==> src/verilog/bsd_pkg.sv <==
// Constants and carrier types for the accessory bus address and command
// decoder.
// Assumes one clock domain and a byte receiver on the same clock.
//
// Notes on behaviour
// - Address high nibble family, low nibble sub-type.
// - Address zero reaches every slave.
// - Own family with sub-type zero is broadcast.
// - Respond to the slave's own specific address.
// - Family six holds reallocated addresses; match them.
// - Family fifteen is never ours without extension.
// - Code 00 resets logic; 01 clears reset flag.
// - Code 02 enters standby; 03 powers on.
// - Code 04 sets contention; 05 replies if set.
// - Code 06 clears contention; 07 replies if clear.
// - Code 08 changes address when contention set.
// - Code 09 changes address when contention clear.
// - Code 10 replies status; 11 replies configuration.
// - Codes 14, 15 reply switch states; 16, 17 reserved.
// - Reply data follows the reply framing byte.
// - Implement every mandatory command of the level.
// - Unsupported command answers not-supported framing byte.
// - Reply only when framing byte requests one.
// - Every byte carries one odd parity bit.
package bsd_pkg;

  // ----------------------------------------------------------------------
  // Framing bytes
  // ----------------------------------------------------------------------
  localparam logic [5:0] FRM_CMD_TOP   = 6'h38;
  localparam logic [7:0] FRM_OK        = 8'he4;
  localparam logic [7:0] FRM_NOT_SUPP  = 8'he5;
  localparam logic [7:0] FRM_PAR_ERR   = 8'he6;
  localparam logic [7:0] FRM_NOT_RECOG = 8'he7;
  localparam int         FRM_REPLY_BIT = 1;

  // ----------------------------------------------------------------------
  // Addresses
  // ----------------------------------------------------------------------
  localparam logic [7:0] ADDR_ALL    = 8'h00;
  localparam logic [3:0] SUB_BCAST   = 4'h0;
  localparam logic [3:0] FAM_REALLOC = 4'h6;
  localparam logic [3:0] FAM_OEM     = 4'hf;

  // ----------------------------------------------------------------------
  // Command codes
  // ----------------------------------------------------------------------
  localparam logic [7:0] CMD_RESET      = 8'h00;
  localparam logic [7:0] CMD_CLR_RESET  = 8'h01;
  localparam logic [7:0] CMD_STANDBY    = 8'h02;
  localparam logic [7:0] CMD_POWER_ON   = 8'h03;
  localparam logic [7:0] CMD_SET_CONT   = 8'h04;
  localparam logic [7:0] CMD_ADDR_CONT  = 8'h05;
  localparam logic [7:0] CMD_CLR_CONT   = 8'h06;
  localparam logic [7:0] CMD_ADDR_FREE  = 8'h07;
  localparam logic [7:0] CMD_MOVE_CONT  = 8'h08;
  localparam logic [7:0] CMD_MOVE_FREE  = 8'h09;
  localparam logic [7:0] CMD_STATUS     = 8'h10;
  localparam logic [7:0] CMD_CONFIG     = 8'h11;
  localparam logic [7:0] CMD_SW_COMMIT  = 8'h14;
  localparam logic [7:0] CMD_SW_UNCOMM  = 8'h15;

  // ----------------------------------------------------------------------
  // Message positions, counts and reset values
  // ----------------------------------------------------------------------
  localparam logic [2:0] IDX_FRAMING = 3'h0;
  localparam logic [2:0] IDX_ADDR    = 3'h1;
  localparam logic [2:0] IDX_CMD     = 3'h2;
  localparam logic [2:0] IDX_DATA    = 3'h3;
  localparam logic [2:0] IDX_OVER    = 3'h4;
  localparam logic [2:0] LEN_SHORT   = 3'h3;
  localparam logic [2:0] LEN_LONG    = 3'h4;
  localparam logic [1:0] STRAP_WAIT  = 2'h2;
  localparam int         ST_BIT_RST  = 0;
  localparam int         ST_BIT_STBY = 1;
  localparam int         ST_BIT_CONT = 2;
  localparam logic       RST_STANDBY = 1'b0;
  localparam logic       RST_RFLAG   = 1'b1;
  localparam logic       RST_CONT    = 1'b0;

  // ----------------------------------------------------------------------
  // Types
  // ----------------------------------------------------------------------
  typedef enum logic [1:0] {
    ST_IDLE,
    ST_COLLECT,
    ST_EXEC,
    ST_REPLY
  } bsd_state_t;

  typedef struct packed {
    logic       start;
    logic       valid;
    logic [7:0] data;
    logic       parity;
    logic       stop;
  } bsd_rx_t;

  typedef struct packed {
    logic       valid;
    logic       last;
    logic [7:0] data;
    logic       parity;
  } bsd_tx_t;

  typedef struct packed {
    bsd_state_t st;
    logic [2:0] cnt;
    logic       parErr;
    logic [7:0] frm;
    logic [7:0] adr;
    logic [7:0] cmd;
    logic [7:0] dat;
    logic [7:0] replyDat;
    logic [7:0] home1;
    logic [7:0] home2;
    logic [1:0] strapCnt;
    logic       strapped;
    logic [3:0] homeFam;
    logic [7:0] curAddr;
    logic       standby;
    logic       resetFlag;
    logic       contention;
    logic       ctlReset;
    bsd_tx_t    tx;
  } bsd_core_t;

endpackage

==> src/verilog/bsd_slave_decoder.sv <==
// Address and command decoder for an accessory bus slave.
// Assumes a byte receiver and sender on mclk that handle bit timing.
`timescale 1ns/1ps

module bsd_slave_decoder #(
  parameter bit OEM_EXT = 1'b0
) (
  // Clock and reset
  input  wire logic            mclk,
  input  wire logic            nrst,
  // Address strap pins
  input  wire logic [7:0]      homeAddrPin,
  // Received message bytes
  input  wire bsd_pkg::bsd_rx_t rxIn,
  // Reply bytes
  output bsd_pkg::bsd_tx_t     txOut,
  input  wire logic            txReady,
  // Peripheral state read back
  input  wire logic [4:0]      statusIn,
  input  wire logic [7:0]      configIn,
  input  wire logic [7:0]      swCommitIn,
  input  wire logic [7:0]      swUncommIn,
  // Control outputs
  output logic                 standby,
  output logic                 resetFlag,
  output logic                 contention,
  output logic                 ctlReset,
  output logic [7:0]           curAddr
);

  bsd_pkg::bsd_core_t s_reg;
  bsd_pkg::bsd_core_t s_next;
  logic               addrHit;
  logic               accept;
  logic [2:0]         idx;
  logic               parOk;
  logic               frmOk;
  logic               wantReply;
  logic               doReply;
  logic               twoBytes;
  logic [7:0]         frmOut;
  logic [7:0]         datOut;
  logic [7:0]         statusByte;

  // ----------------------------------------------------------------------
  // Address matching
  // ----------------------------------------------------------------------
  bsd_addr_match #(
    .OEM_EXT (OEM_EXT)
  ) uMatch (
    .rxAddr  (s_reg.adr),
    .curAddr (s_reg.curAddr),
    .homeFam (s_reg.homeFam),
    .hit     (addrHit)
  );

  // ----------------------------------------------------------------------
  // Next state
  // ----------------------------------------------------------------------
  always_comb begin
    s_next          = s_reg;
    s_next.ctlReset = 1'b0;
    accept          = 1'b0;
    idx             = s_reg.cnt;
    parOk           = 1'b0;
    frmOk           = 1'b0;
    wantReply       = 1'b0;
    doReply         = 1'b0;
    twoBytes        = 1'b0;
    frmOut          = bsd_pkg::FRM_OK;
    datOut          = 8'h00;
    statusByte      = {statusIn, 3'h0};
    statusByte[bsd_pkg::ST_BIT_RST]  = s_reg.resetFlag;
    statusByte[bsd_pkg::ST_BIT_STBY] = s_reg.standby;
    statusByte[bsd_pkg::ST_BIT_CONT] = s_reg.contention;

    // Strap pins are synchronised, then caught after reset release and again on each reset command.
    s_next.home1 = homeAddrPin;
    s_next.home2 = s_reg.home1;
    if (!s_reg.strapped) begin
      if (s_reg.strapCnt == bsd_pkg::STRAP_WAIT) begin
        s_next.strapped = 1'b1;
        s_next.curAddr  = s_reg.home2;
        s_next.homeFam  = s_reg.home2[7:4];
      end else begin
        s_next.strapCnt = s_reg.strapCnt + 2'h1;
      end
    end

    case (s_reg.st)
      bsd_pkg::ST_EXEC: begin
        s_next.st = bsd_pkg::ST_IDLE;
        frmOk     = (s_reg.frm[7:2] == bsd_pkg::FRM_CMD_TOP);
        wantReply = s_reg.frm[bsd_pkg::FRM_REPLY_BIT];
        if (s_reg.strapped && frmOk && s_reg.cnt >= bsd_pkg::LEN_SHORT &&
            addrHit) begin
          if (s_reg.parErr) begin
            frmOut  = bsd_pkg::FRM_PAR_ERR;
            doReply = 1'b1;
          end else begin
            doReply = 1'b1;
            // Reset is mandatory at the lowest level; the rest is decoded
            // in full so that every listed code has a defined effect.
            case (s_reg.cmd)
              bsd_pkg::CMD_RESET: begin
                s_next.standby    = bsd_pkg::RST_STANDBY;
                s_next.contention = bsd_pkg::RST_CONT;
                s_next.curAddr    = s_reg.home2;
                s_next.homeFam    = s_reg.home2[7:4];
                s_next.resetFlag  = 1'b1;
                s_next.ctlReset   = 1'b1;
              end
              bsd_pkg::CMD_CLR_RESET: begin
                s_next.resetFlag = 1'b0;
              end
              bsd_pkg::CMD_STANDBY: begin
                s_next.standby = 1'b1;
              end
              bsd_pkg::CMD_POWER_ON: begin
                s_next.standby = 1'b0;
              end
              bsd_pkg::CMD_SET_CONT: begin
                s_next.contention = 1'b1;
              end
              bsd_pkg::CMD_ADDR_CONT: begin
                doReply  = s_reg.contention;
                twoBytes = 1'b1;
                datOut   = s_reg.curAddr;
              end
              bsd_pkg::CMD_CLR_CONT: begin
                s_next.contention = 1'b0;
              end
              bsd_pkg::CMD_ADDR_FREE: begin
                doReply  = !s_reg.contention;
                twoBytes = 1'b1;
                datOut   = s_reg.curAddr;
              end
              bsd_pkg::CMD_MOVE_CONT: begin
                if (s_reg.cnt < bsd_pkg::LEN_LONG) begin
                  frmOut = bsd_pkg::FRM_NOT_RECOG;
                end else if (s_reg.contention) begin
                  s_next.curAddr = s_reg.dat;
                end
              end
              bsd_pkg::CMD_MOVE_FREE: begin
                if (s_reg.cnt < bsd_pkg::LEN_LONG) begin
                  frmOut = bsd_pkg::FRM_NOT_RECOG;
                end else if (!s_reg.contention) begin
                  s_next.curAddr = s_reg.dat;
                end
              end
              bsd_pkg::CMD_STATUS: begin
                twoBytes = 1'b1;
                datOut   = statusByte;
              end
              bsd_pkg::CMD_CONFIG: begin
                twoBytes = 1'b1;
                datOut   = configIn;
              end
              bsd_pkg::CMD_SW_COMMIT: begin
                twoBytes = 1'b1;
                datOut   = swCommitIn;
              end
              bsd_pkg::CMD_SW_UNCOMM: begin
                twoBytes = 1'b1;
                datOut   = swUncommIn;
              end
              default: begin
                frmOut = bsd_pkg::FRM_NOT_SUPP;
              end
            endcase
          end
          if (doReply && wantReply) begin
            s_next.st        = bsd_pkg::ST_REPLY;
            s_next.tx.valid  = 1'b1;
            s_next.tx.data   = frmOut;
            s_next.tx.parity = ~^frmOut;
            s_next.tx.last   = !(twoBytes && frmOut == bsd_pkg::FRM_OK);
            s_next.replyDat  = datOut;
          end
        end
      end

      bsd_pkg::ST_REPLY: begin
        if (txReady) begin
          if (s_reg.tx.last) begin
            s_next.tx.valid = 1'b0;
            s_next.tx.last  = 1'b0;
            s_next.st       = bsd_pkg::ST_IDLE;
          end else begin
            s_next.tx.data   = s_reg.replyDat;
            s_next.tx.parity = ~^s_reg.replyDat;
            s_next.tx.last   = 1'b1;
          end
        end
      end

      default: begin
        if (rxIn.start) begin
          s_next.st     = bsd_pkg::ST_COLLECT;
          s_next.cnt    = bsd_pkg::IDX_FRAMING;
          s_next.parErr = 1'b0;
          idx           = bsd_pkg::IDX_FRAMING;
        end
        accept = rxIn.valid && (rxIn.start ||
                 s_reg.st == bsd_pkg::ST_COLLECT);
        if (accept) begin
          parOk = ^{rxIn.data, rxIn.parity};
          if (!parOk) begin
            s_next.parErr = 1'b1;
          end
          if (idx == bsd_pkg::IDX_FRAMING) begin
            s_next.frm = rxIn.data;
          end else if (idx == bsd_pkg::IDX_ADDR) begin
            s_next.adr = rxIn.data;
          end else if (idx == bsd_pkg::IDX_CMD) begin
            s_next.cmd = rxIn.data;
          end else if (idx == bsd_pkg::IDX_DATA) begin
            s_next.dat = rxIn.data;
          end
          if (idx != bsd_pkg::IDX_OVER) begin
            s_next.cnt = idx + 3'h1;
          end
        end
        if (rxIn.stop && (rxIn.start ||
            s_reg.st == bsd_pkg::ST_COLLECT)) begin
          s_next.st = bsd_pkg::ST_EXEC;
        end
      end
    endcase
  end

  // ----------------------------------------------------------------------
  // State register
  // ----------------------------------------------------------------------
  always_ff @(posedge mclk or negedge nrst) begin
    if (!nrst) begin
      s_reg            <= '0;
      s_reg.st         <= bsd_pkg::ST_IDLE;
      s_reg.standby    <= bsd_pkg::RST_STANDBY;
      s_reg.resetFlag  <= bsd_pkg::RST_RFLAG;
      s_reg.contention <= bsd_pkg::RST_CONT;
    end else begin
      s_reg <= s_next;
    end
  end

  // ----------------------------------------------------------------------
  // Outputs
  // ----------------------------------------------------------------------
  assign txOut      = s_reg.tx;
  assign standby    = s_reg.standby;
  assign resetFlag  = s_reg.resetFlag;
  assign contention = s_reg.contention;
  assign ctlReset   = s_reg.ctlReset;
  assign curAddr    = s_reg.curAddr;

endmodule

==> src/verilog/bsd_addr_match.sv <==
// Address byte matcher for the accessory bus slave.
// Assumes the slave's current address and home family are stable flops.
`timescale 1ns/1ps

module bsd_addr_match #(
  parameter bit OEM_EXT = 1'b0
) (
  // Received address
  input  wire logic [7:0] rxAddr,
  // Slave identity
  input  wire logic [7:0] curAddr,
  input  wire logic [3:0] homeFam,
  // Result
  output logic            hit
);

  logic [3:0] rxFam;
  logic [3:0] rxSub;
  logic       ownOk;

  // ----------------------------------------------------------------------
  // Decode
  // ----------------------------------------------------------------------
  always_comb begin
    rxFam = rxAddr[7:4];
    rxSub = rxAddr[3:0];
    ownOk = (curAddr[7:4] != bsd_pkg::FAM_OEM) || OEM_EXT;
    hit   = 1'b0;
    if (rxAddr == bsd_pkg::ADDR_ALL) begin
      hit = 1'b1;
    end else if (rxFam == bsd_pkg::FAM_OEM && !OEM_EXT) begin
      hit = 1'b0;
    end else if (rxSub == bsd_pkg::SUB_BCAST && rxFam == homeFam) begin
      hit = 1'b1;
    end else if (rxAddr == curAddr && ownOk) begin
      hit = 1'b1;
    end
  end

endmodule

==> config.mk <==
export PLATFORM = sky130hd
export DESIGN_NAME = bsd_slave_decoder
export DESIGN_NICKNAME = d
export VERILOG_FILES = /design/src/verilog/bsd_pkg.sv /design/src/verilog/bsd_slave_decoder.sv /design/src/verilog/bsd_addr_match.sv
export SDC_FILE = /design/constraint.sdc
export NUM_CORES = 1
export LEC_CHECK = 0
export ABC_AREA = 1
export BUFFER_PORTS_ARGS = -buffer_cell sky130_fd_sc_hd__buf_4
export CORE_ASPECT_RATIO = 0.9
export CORE_MARGIN = 2
export CORE_UTILIZATION = 40
export CTS_CLUSTER_SIZE = 8
export DETAILED_ROUTE_END_ITERATION = 8
export PLACE_DENSITY = 0.68
export SLEW_MARGIN = 5
export SYNTH_ARGS = -nofsm -noshare
export SYNTH_HDL_FRONTEND = slang
export SYNTH_SLANG_ARGS = --single-unit
==> constraint.sdc <==
create_clock -name mclk -period 2.35 [get_ports mclk]
set_clock_uncertainty 0.15 [all_clocks]
set_input_delay 0.3525 -clock mclk [delete_from_list [all_inputs] [get_ports mclk]]
set_output_delay 0.3525 -clock mclk [all_outputs]
set_load 0.02 [all_outputs]
# After elaboration in Yosys (flattened, before gate mapping)
# Index checks and enable logic that the tools add are counted.
totals:
  register_bits: 92
  input_bits: 52
  output_inout_bits: 23
  word_cells: 168
classes:
  bitwise_logic: 7
  mux: 59
  n_addsub: 2
  n_lt_le_gt_ge: 2
  n_eq_ne: 32
  n_reduce_logical: 44
op_table:
  columns: ["cell", "n"]
  rows:
  - ["2-to-1 mux 8 bit", 12]
  - ["2-to-1 mux 16 bit", 3]
  - ["one-hot mux 8 bit (5 select lines)", 1]
  - ["2-to-1 mux 36 bit", 1]
  - ["== test 8 x 3 -> 1 bit, second input constant", 4]
  - ["== test 8 x 5 -> 1 bit, second input constant", 4]
  - ["2-to-1 mux 27 bit", 1]
  - ["2-to-1 mux 13 bit", 2]
  - ["2-to-1 mux 24 bit", 1]
  - ["one-hot mux 8 bit (3 select lines)", 1]
  - ["2-to-1 mux 11 bit", 2]
  - ["one-hot mux 11 bit (2 select lines)", 1]
  - ["AND reduction 4 bit", 5]
  - ["== test 8 x 2 -> 1 bit, second input constant", 2]
  - ["== test 8 x 4 -> 1 bit, second input constant", 2]
  - ["zero test 8 bit", 2]
  - ["XNOR reduction 8 bit", 2]
  - ["2-to-1 mux 1 bit", 15]
  - ["AND reduction 5 bit", 3]
  - ["2-to-1 mux 2 bit", 7]
  - ["OR reduction 12 bit", 1]
  - ["inequality test 2 bit, second input constant", 5]
  - ["OR reduction 2 bit", 5]
  - ["logical AND 1 bit", 9]
  - ["34 further kinds", 55]

# Longest topological paths before layout
# Gate-level depths: netlist (run 1).
depth:
  depth_word: 15
  depth_mapped: 16
  ltp_nobuf: 15

# By module
# From an unflattened synthesis (run 1), not the netlist that was laid out.
unflattened:
  cells_unflattened: 638
  area_unflattened_um2: 5058.6
modules_own_cells:
  columns: ["mod", "area_per_inst_um2", "cells_per_inst", "n_inst", "seq_area_each_um2"]
  rows:
  - ["bsd_slave_decoder", 4848.4, 598, 1, 2278.4]
  - ["bsd_addr_match", 210.2, 40, 1, 0.0]

# Worst setup path after synthesis (run 1)
# No wires, ideal clock.
synth_timing:
  kind: "register to register"
  startpoint: "register s_reg[62] (netlist bit)"
  endpoint: "register s_reg (netlist bit txOut[0])"
  stages_incl_launch_ff: 16
  t_arrival_ps: 1800
  setup_ps: 66
  n_path_buf: 0
  period_less_slack_ps: 2015
  t_required_ps: 2134
  setup_slack_ps: 335
  path_cell_list: "dfrtp_1 nor2_1 inv_1 nor2_1 nand2_2 nand2_1 nor2_1 nand3_1 nand2_1 nand2_1 ha_1 inv_1 nand4_1 nand2_1 nand3_1 nand2_1"
synth_via:
  elab_chain_cells: 10
  elab_cells_between_ends: 31
  classes_between: "14 x eq/ne; 11 x mux; 6 x reduce/logical"
synth_lines:
  columns: ["item", "line_no", "text"]
  rows:
  - ["from (decl)", "bsd_slave_decoder.sv:31", "bsd_pkg::bsd_core_t s_reg;"]
  - ["from (signal assigned)", "bsd_slave_decoder.sv:244", "s_reg <= s_next;"]
  - ["== test 8 x 3 -> 1 bit, or another cell as far along", "bsd_slave_decoder.sv:104", "case (s_reg.cmd)"]
  - ["OR reduction 12 bit (no source line) / OR reduction 2 bit (equally long branches)", null, null]
  - ["one-hot mux 2 bit (2 select lines)", "bsd_slave_decoder.sv:104", null]
  - ["2-to-1 mux 2 bit", "bsd_slave_decoder.sv:97", "if (s_reg.parErr) begin"]
  - ["2-to-1 mux 8 bit", "bsd_slave_decoder.sv:95", "if (s_reg.strapped && frmOk && s_reg.cnt >= bsd_pkg::LEN_SHORT &&"]
  - ["2-to-1 mux 8 bit", "bsd_slave_decoder.sv:90", "case (s_reg.st)"]
  - ["XNOR reduction 8 bit", "bsd_slave_decoder.sv:177", "s_next.tx.parity = ~^frmOut;"]
  - ["2-to-1 mux 11 bit", "bsd_slave_decoder.sv:173", "if (doReply && wantReply) begin"]
  - ["2-to-1 mux 27 bit", "bsd_slave_decoder.sv:95", null]
  - ["one-hot mux 11 bit (2 select lines)", "bsd_slave_decoder.sv:90", null]
# Several ways; a longest one is shown, not always the timed one. The select of a mux whose other input is x is not followed.
# A chain may end at the register's enable or synchronous reset.

# Worst setup path after layout (run 1)
# Ends and elaborated chain as after synthesis.

==> out/metrics.json, run 1 <==
{
  "critical_path_required_ns": 2.49,
  "synth_top_cell_area_share": 0.4066,
  "grt_start_max_net_pins": 53,
  "floorplan.rows": 40,
  "drtPass1Iterations": 5,
  "final.setup.tns_ns": 0,
  "setup.worst_path.class": "reg -> reg",
  "run_status": "completed",
  "final_max_slew_viol_count": 0,
  "share_of_async_settable_or_async_resettable_flops_after_synthesis": 1.000,
  "detail-route-antenna-nets": 0,
  "reg2reg_setup_slack_ns": 0.24,
  "drive_gt1_frac": 0.2109,
  "numCtsBuffers": 9,
  "synth.net_count": 767,
  "yosys.cell_types.count": 47,
  "critical_path.startpoint": "s_reg[62]$_DFFE_PN0P_",
  "clock_path_buffers": 2,
  "timing.final.setup_violations": 0,
  "clkLatencyLatePin_ns": 0.36,
  "ctsHtreeMaxLevel": 3,
  "number_of_global_route_vias_before_repair": 4505,
  "overflow_left_after_global_routing": 0,
  "drt-vias-per-instance": 4.976,
  "cts.sinks": 91,
  "post_drt_wl_per_cell_um": 14.36,
  "chipHeight_um": 115.6,
  "power_density_nw_per_um2": 880.9,
  "synthFlopType": "dfrtp_1",
  "routed-via-count": 4752,
  "synth_enable_flop_cells": 0,
  "ios": 75,
  "post_cts.repair.setup_buffers": 0,
  "die_area_um2": 14810,
  "port-buffer-count": 74,
  "synth-seq-area-share": 0.4113,
  "r2r-start": "s_reg[62]$_DFFE_PN0P_",
  "die_w_um": 128.0,
  "placed_cells": 930,
  "cts.root.buffer_cell": "clkbuf_16",
  "largest_reg_flops": 60,
  "fmaxAchievable_mhz": 473.5,
  "finish.utilization": 0.4927,
  "wirelength_um": 13710,
  "setup.worst_path.end": "txOut[0]$_DFFE_PN0P_",
  "area_growth_pct": 19.74,
  "drc": 0,
  "finalWeightedCongestion": 0.9164,
  "critical_path_peak_fanout": 6,
  "max-vdd-ir-drop_mv": 0.4099,
  "worstSetupStartpointType": "flip-flop",
  "postSynthAreaPerCell_um2": 7.835,
  "hold_path_class": "in -> reg",
  "floorplan.initialDensity": 0.4114,
  "clkSlewWorstSetupHoldPaths_ns": 0.07,
  "stdcell_count": 955,
  "relSlewSlack": 0.6980,
  "p_leak_uw": 0.003285,
  "yosys.area.top_type": "dfrtp_1",
  "crit_arrival_ns": 2.25,
  "rsz0062_at_grt": "false",
  "grt_usage": 0.1969,
  "critical_path.reg2reg.endpoint": "txOut[0]$_DFFE_PN0P_",
  "syn_area_um2": 5539,
  "report.final.hold_viol_count": 0,
  "detailed_place_hpwl_um": 10560,
  "synth_cells": 707,
  "coreArea_um2": 13460,
  "max_cap_viol_count": 0,
  "drtIter0Drc": 403,
  "endpoint_kind": "flip-flop",
  "numnets_final": 842,
  "final.period_utilization": 0.8987,
  "tritoncts": "built",
  "diodes": 0,
  "synth_area_leaders": "dfrtp_1 (41%), nand2_1 (13%), o21ai_0 (5.6%)",
  "post-route-min-period_ns": 2.112,
  "ys_ff_latch": 91,
  "tightestPinTransition_ns": 0.4416,
  "grt_pass1_wl_um": 22600,
  "yosys_warning_count": 0,
  "reg2reg_depth": 15,
  "antenna_found_initial": 0
}
-- cells by family after synthesis --
kind of cell / Yosys count / synth area share
AOI/OAI and AO/OA: 132 / 0.1432
xor gates and xnor gates: 23 / 0.03637
adders and majority gates: 8 / 0.01807
buffers and inverters: 114 / 0.1021
DFF: 91 / 0.4113
muxes: 4 / 0.007229
and+or+nand+nor: 335 / 0.2817
-- final cells by class --
type                            count  area (um2)
Clock buffer                       11       242.7
Fill cell                        1306        6830
Clock inverter                      5       107.6
Multi-Input combinational cell    502        2700
Sequential cell                    91        2278
Inverter                           74       277.8
Timing Repair Buffer              104       815.8
Tap cell                          168       210.2
-- metrics by stage --
stage	hold WS [ns]	instance area, um2	power [uW]	worst slack [ns]
finish	0.1036	6633	5843	0.2380
global route	0.1111	6633	6230	0.005166
CTS	0.09853	6628	5870	0.1734
detailed placement	0.1084	6187	4134	0.1995
global placement	0.1087	6187	4100	0.2287
floorplan	-0.09309	5539	3657	0.3346
-- worst min path at each step --
| stage | from | end | depth (start not counted) |
|---|---|---|---|
| floorplan | nrst | contention$_DFFE_PN0P_ | 0 |
| global placement | nrst | s_reg[57]$_DFFE_PN0P_ | 1 |
| detailed placement | nrst | s_reg[60]$_DFFE_PN0P_ | 1 |
| CTS | rxIn[3] | s_reg[63]$_DFFE_PN0P_ | 3 |
| global route | rxIn[8] | s_reg[68]$_DFFE_PN0P_ | 3 |
| finish | rxIn[8] | s_reg[68]$_DFFE_PN0P_ | 3 |
-- metal layers --
layer,track usage,vias up,share of wire
li1,-,2439,-
met4,0.06667,0,0.014
met3,0.03047,15,0.044
met1,0.2737,2195,0.49
met2,0.3173,103,0.45
met5,0,-,0
-- power breakdown --
group          internal [uW]  switching, uW  leakage [uW]
logic                    706           1160       0.00201
clock network           1080            636      0.000171
registers               1930            333       0.00110
-- critical path, cell delays in order (launching register included) --
cell and delay (ns):
dfrtp_1 0.43, nor2_1 0.12, inv_1 0.09, nor2_2 0.17
nand2_2 0.11, nand2_2 0.12, nor2_1 0.05, nand3_1 0.08
nand2_1 0.05, nand2_1 0.08, ha_1 0.23, inv_1 0.05
nand4_1 0.09, nand2_1 0.07, nand3_1 0.07, nand2_1 0.07
-- cells in the final DEF (no fill, tap or decap), drive strengths merged, types with 2 or more instances in the layout --
cell / count
nor4: 2
nor2: 45
nand4: 14
xor2: 4
mux2i: 4
a21oi: 15
clkbuf: 11
o21ai: 91
nand3b: 2
bufinv: 3
o221ai: 2
nand2: 218
and3: 5
xnor2: 19
buf: 95
nor3: 5
a211oi: 2
o211ai: 16
nand3: 42
inv: 75
dfrtp: 90
dlygate4sd3: 9
ha: 8
-- Yosys cell counts, drive strengths merged (9+ instances only) --
cell    count
a21oi      15
buf        31
clkbuf      9
dfrtp      90
inv        73
nand2     218
nand3      42
nand4      14
nor2       45
o211ai     16
o21ai      91
xnor2      19
-- timing repair --
item / CTS / global route
endpoints found under the hold margin: 27 / 0
setup endpoints to repair: 0 / 3
gates resized for setup: 0 / 2
hold buffers: 9 / 0
No activity file was read; power rests on OpenSTA's default activity.
==> run 2: changes to the inputs <==
--- a/config.mk
+++ b/config.mk
@@ -7,12 +7,14 @@
 export LEC_CHECK = 0
 export ABC_AREA = 1
 export BUFFER_PORTS_ARGS = -buffer_cell sky130_fd_sc_hd__buf_4
+export CELL_PAD_IN_SITES_DETAIL_PLACEMENT = 0
+export CELL_PAD_IN_SITES_GLOBAL_PLACEMENT = 1
 export CORE_ASPECT_RATIO = 0.9
 export CORE_MARGIN = 2
 export CORE_UTILIZATION = 40
 export CTS_CLUSTER_SIZE = 8
 export DETAILED_ROUTE_END_ITERATION = 8
-export PLACE_DENSITY = 0.68
+export PLACE_DENSITY = 0.85
 export SLEW_MARGIN = 5
 export SYNTH_ARGS = -nofsm -noshare
 export SYNTH_HDL_FRONTEND = slang
==> constraint.sdc (replaced) <==
create_clock -name mclk -period 2.2 [get_ports mclk]
set_clock_uncertainty 0.15 [all_clocks]
set_input_delay 0.33 -clock mclk [delete_from_list [all_inputs] [get_ports mclk]]
set_output_delay 0.33 -clock mclk [all_outputs]
set_load 0.02 [all_outputs]
==> out/metrics.json, run 2 (synthesis results as in run 1) <==
{
  "post-route-min-period": {"value": 2.110, "unit": "ns", "change": "-0.001615 ns"},
  "grt_usage": {"value": 0.2076, "change": "+0.01067"},
  "worst-path-buf-inv": {"value": 2, "change": "unchanged"},
  "rsz0062_at_grt": "true",
  "drtIter0Drc": {"value": 518, "change": "+29%"},
  "cts.root.buffer_cell": "clkbuf_16",
  "floorplan.rows": {"value": 40, "change": "unchanged"},
  "final.period_utilization": {"value": 0.9593, "change": "+0.06054"},
  "report.final.hold_viol_count": {"value": 0, "change": "unchanged"},
  "routed-via-count": {"value": 4974, "change": "+4.7%"},
  "r2r-start": "s_reg[69]$_DFFE_PN0P_",
  "drive_gt1_frac": {"value": 0.2393, "change": "+0.02837"},
  "drt-vias-per-instance": {"value": 5.170, "change": "+3.9%"},
  "cts.sinks": {"value": 91, "change": "unchanged"},
  "number_of_global_route_vias_before_repair": {"value": 4738, "change": "+5.2%"},
  "floorplan.initialDensity": {"value": 0.4114, "change": "unchanged"},
  "p_leak": {"value": 0.003313, "unit": "uW", "change": "+0.87%"},
  "hold_path_class": "in -> reg",
  "ios": {"value": 75, "change": "unchanged"},
  "register_area": {"value": 2282, "unit": "um2", "change": "+0.16%"},
  "critical_path.reg2reg.endpoint": "txOut[0]$_DFFE_PN0P_",
  "max_cap_viol_count": {"value": 0, "change": "unchanged"},
  "wirelength": {"value": 14820, "unit": "um", "change": "+8.1%"},
  "fmaxAchievable": {"value": 473.9, "unit": "MHz", "change": "about the same"},
  "reg2reg_setup_slack": {"value": 0.09, "unit": "ns", "change": "-0.15 ns"},
  "endpoint_kind": "flip-flop",
  "overflow_left_after_global_routing": {"value": 0, "change": "unchanged"},
  "timing.final.setup_violations": {"value": 0, "change": "unchanged"},
  "crit_arrival": {"value": 2.25, "unit": "ns", "change": "about the same"},
  "detail-route-antenna-nets": {"value": 0, "change": "unchanged"},
  "chipHeight": {"value": 115.6, "unit": "um", "change": "unchanged"},
  "timing.hold.worst_path_depth": {"value": 3, "change": "unchanged"},
  "grt_pass1_wl": {"value": 23890, "unit": "um", "change": "+5.7%"},
  "finalWeightedCongestion": {"value": 0.9456, "change": "+3.2%"},
  "drtPass1Iterations": {"value": 5, "change": "unchanged"},
  "area_growth_pct": 21.12,
  "critical_path_peak_fanout": {"value": 3, "change": "-3"},
  "tightestPinTransition": {"value": 0.5280, "unit": "ns", "change": "+0.08642 ns"},
  "detailed_place_hpwl": {"value": 11210, "unit": "um", "change": "+6.1%"},
  "diodes": {"value": 0, "change": "unchanged"},
  "clock_path_buffers": {"value": 2, "change": "unchanged"},
  "reg2reg_depth": {"value": 13, "change": "-2"},
  "tritoncts": "built",
  "filler_cell_count": {"value": 1324, "change": "+1.4%"},
  "clkLatencyLatePin": {"value": 0.35, "unit": "ns", "change": "about the same"},
  "timing.hold.worst.start": "rxIn[9]",
  "power_density": {"value": 918.8, "unit": "nW/um2", "change": "+4.3%"},
  "crit_slowest_cell": "dfrtp_1",
  "die_w": {"value": 128.0, "unit": "um", "change": "unchanged"},
  "worstSetupStartpointType": "flip-flop",
  "cells_along_the_critical_path": "inv_2, nand2_4, nor3_4, o2111ai_2, nand3_1, nand2_1, nand2_2, ha_1, inv_1, nand4_1, nand2_1, nand3_1, nand2_1",
  "path_common_cell": "nand2_1",
  "commonest_non_fill_non_tap_cell_in_the_layout": "nand2_1",
  "ctsHtreeMaxLevel": {"value": 3, "change": "unchanged"},
  "numnets_final": {"value": 849, "change": "+0.83%"},
  "critical_path_required": {"value": 2.34, "unit": "ns", "change": "-0.15 ns"},
  "max-vdd-ir-drop": {"value": 0.5077, "unit": "mV", "change": "+24%"},
  "relSlewSlack": {"value": 0.6389, "change": "-0.05910"},
  "power": {"value": 6164, "unit": "uW", "change": "+5.5%"},
  "run_status": "completed",
  "grt_start_max_net_pins": {"value": 49, "change": "-7.5%"},
  "post_drt_wl_per_cell": {"value": 15.41, "unit": "um", "change": "+7.3%"},
  "largest_reg_flops": {"value": 60, "change": "unchanged"},
  "final.setup.tns": {"value": 0, "unit": "ns", "change": "unchanged"},
  "die_area": {"value": 14810, "unit": "um2", "change": "unchanged"},
  "clkSlewWorstSetupHoldPaths": {"value": 0.07, "unit": "ns", "change": "about the same"},
  "coreArea": {"value": 13460, "unit": "um2", "change": "unchanged"},
  "setup.worst_path.class": "reg -> reg",
  "worst_hold_path.endpoint": "s_reg[69]$_DFFE_PN0P_",
  "timing.critical_path.max_delay_family": "simple AND/OR/NAND/NOR gates",
  "antenna_found_initial": {"value": 0, "change": "unchanged"},
  "drc": {"value": 0, "change": "unchanged"},
  "port-buffer-count": {"value": 74, "change": "unchanged"},
  "numCtsBuffers": {"value": 9, "change": "unchanged"},
  "final_max_slew_viol_count": {"value": 0, "change": "unchanged"},
  "multi_input_comb_area": {"value": 2779, "unit": "um2", "change": "+2.9%"},
  "largest_stage_delay_worst_path": {"value": 0.41, "unit": "ns", "change": "-0.02 ns"},
  "most-common-layout-cells": "nand2_1 (198), buf_4 (99), dfrtp_1 (87)"
}
run 2: cell types whose count changed in the layout (fill, tap and decap cells not counted), moves of 3 or more:
cell      change
inv_1         -5
nand2_2       -3
nor2_2        +3
dfrtp_2       +3
o21ai_0       -3
o21ai_1       +3
dfrtp_1       -3
clkinv_2      +3
nor2_1        -3
nand2_4       +3
inv_2         +3
buf_4         +5
run 2: power by group:
part	total, uW	internal, uW	switching (uW)
clock network	1590	912	679
registers	2430	2060	368
logic	2140	810	1330
run 2: per-layer routing:
| layer | vias to the layer above | track usage | wire length [um] | part of all wire |
|---|---|---|---|---|
| li1 | 2456 | - | - | - |
| met1 | 2375 | 0.2817 | 6783 | 0.46 |
| met2 | 132 | 0.3426 | 7066 | 0.48 |
| met3 | 11 | 0.04017 | 806 | 0.054 |
| met4 | 0 | 0.05788 | 168 | 0.011 |
| met5 | - | 0 | 0 | 0 |
run 2: cell type report:
class / count / area share
clock buffers: 10 / 0.03562
inverters: 74 / 0.04196
repair buffers: 109 / 0.1272
flip-flops and latches: 91 / 0.3402
well taps: 168 / 0.03133
clock inverters: 6 / 0.009511
multi-input cells: 504 / 0.4142
run 2: timing repair:
item                                    4_1_cts  5_1_grt
hold buffers                                  9        0
setup buffers                                 0        6
endpoints found under the hold margin        44        0
endpoints found under the setup margin        0       25
gates resized for setup                       0       27
run 2: worst max path at each step:
stage                     startpoint                    to  slack (ns)  cells past startpoint
2_1_floorplan  s_reg[62]$_DFFE_PN0P_  txOut[0]$_DFFE_PN0P_        0.18                     15
3_3_place_gp   s_reg[68]$_DFFE_PN0P_  txOut[0]$_DFFE_PN0P_        0.17                     13
3_5_place_dp   s_reg[67]$_DFFE_PN0P_  txOut[0]$_DFFE_PN0P_        0.12                     14
4_1_cts        s_reg[62]$_DFFE_PN0P_  txOut[0]$_DFFE_PN0P_        0.10                     15
5_1_grt        s_reg[69]$_DFFE_PN0P_  txOut[0]$_DFFE_PN0P_       -0.02                     13
6_report       s_reg[69]$_DFFE_PN0P_  txOut[0]$_DFFE_PN0P_        0.09                     13
run 2: worst register-to-register path, cell delays in order (launching register included):
cell and delay [ns]:
dfrtp_1 0.41, inv_2 0.09, nand2_4 0.09, nor3_4 0.27
o2111ai_2 0.20, nand3_1 0.13, nand2_1 0.07, nand2_2 0.07
ha_1 0.23, inv_1 0.07, nand4_1 0.09, nand2_1 0.07
nand3_1 0.07, nand2_1 0.06
run 2: through the flow:
step / area, um2 / utilization / setup slack (ns) / hold WS [ns] / cells
after detailed placement: 6180 / 0.4590 / 0.1209 / 0.1847 / 929
after floorplan: 5539 / - / 0.1846 / -0.1156 / 707
after global placement: 6180 / 0.4590 / 0.1668 / 0.1881 / 929
after global routing: 6709 / 0.4983 / -0.01626 / 0.08106 / 962
after CTS: 6573 / 0.4882 / 0.1028 / 0.06774 / 954
final: 6709 / 0.4983 / 0.08964 / 0.07457 / 962
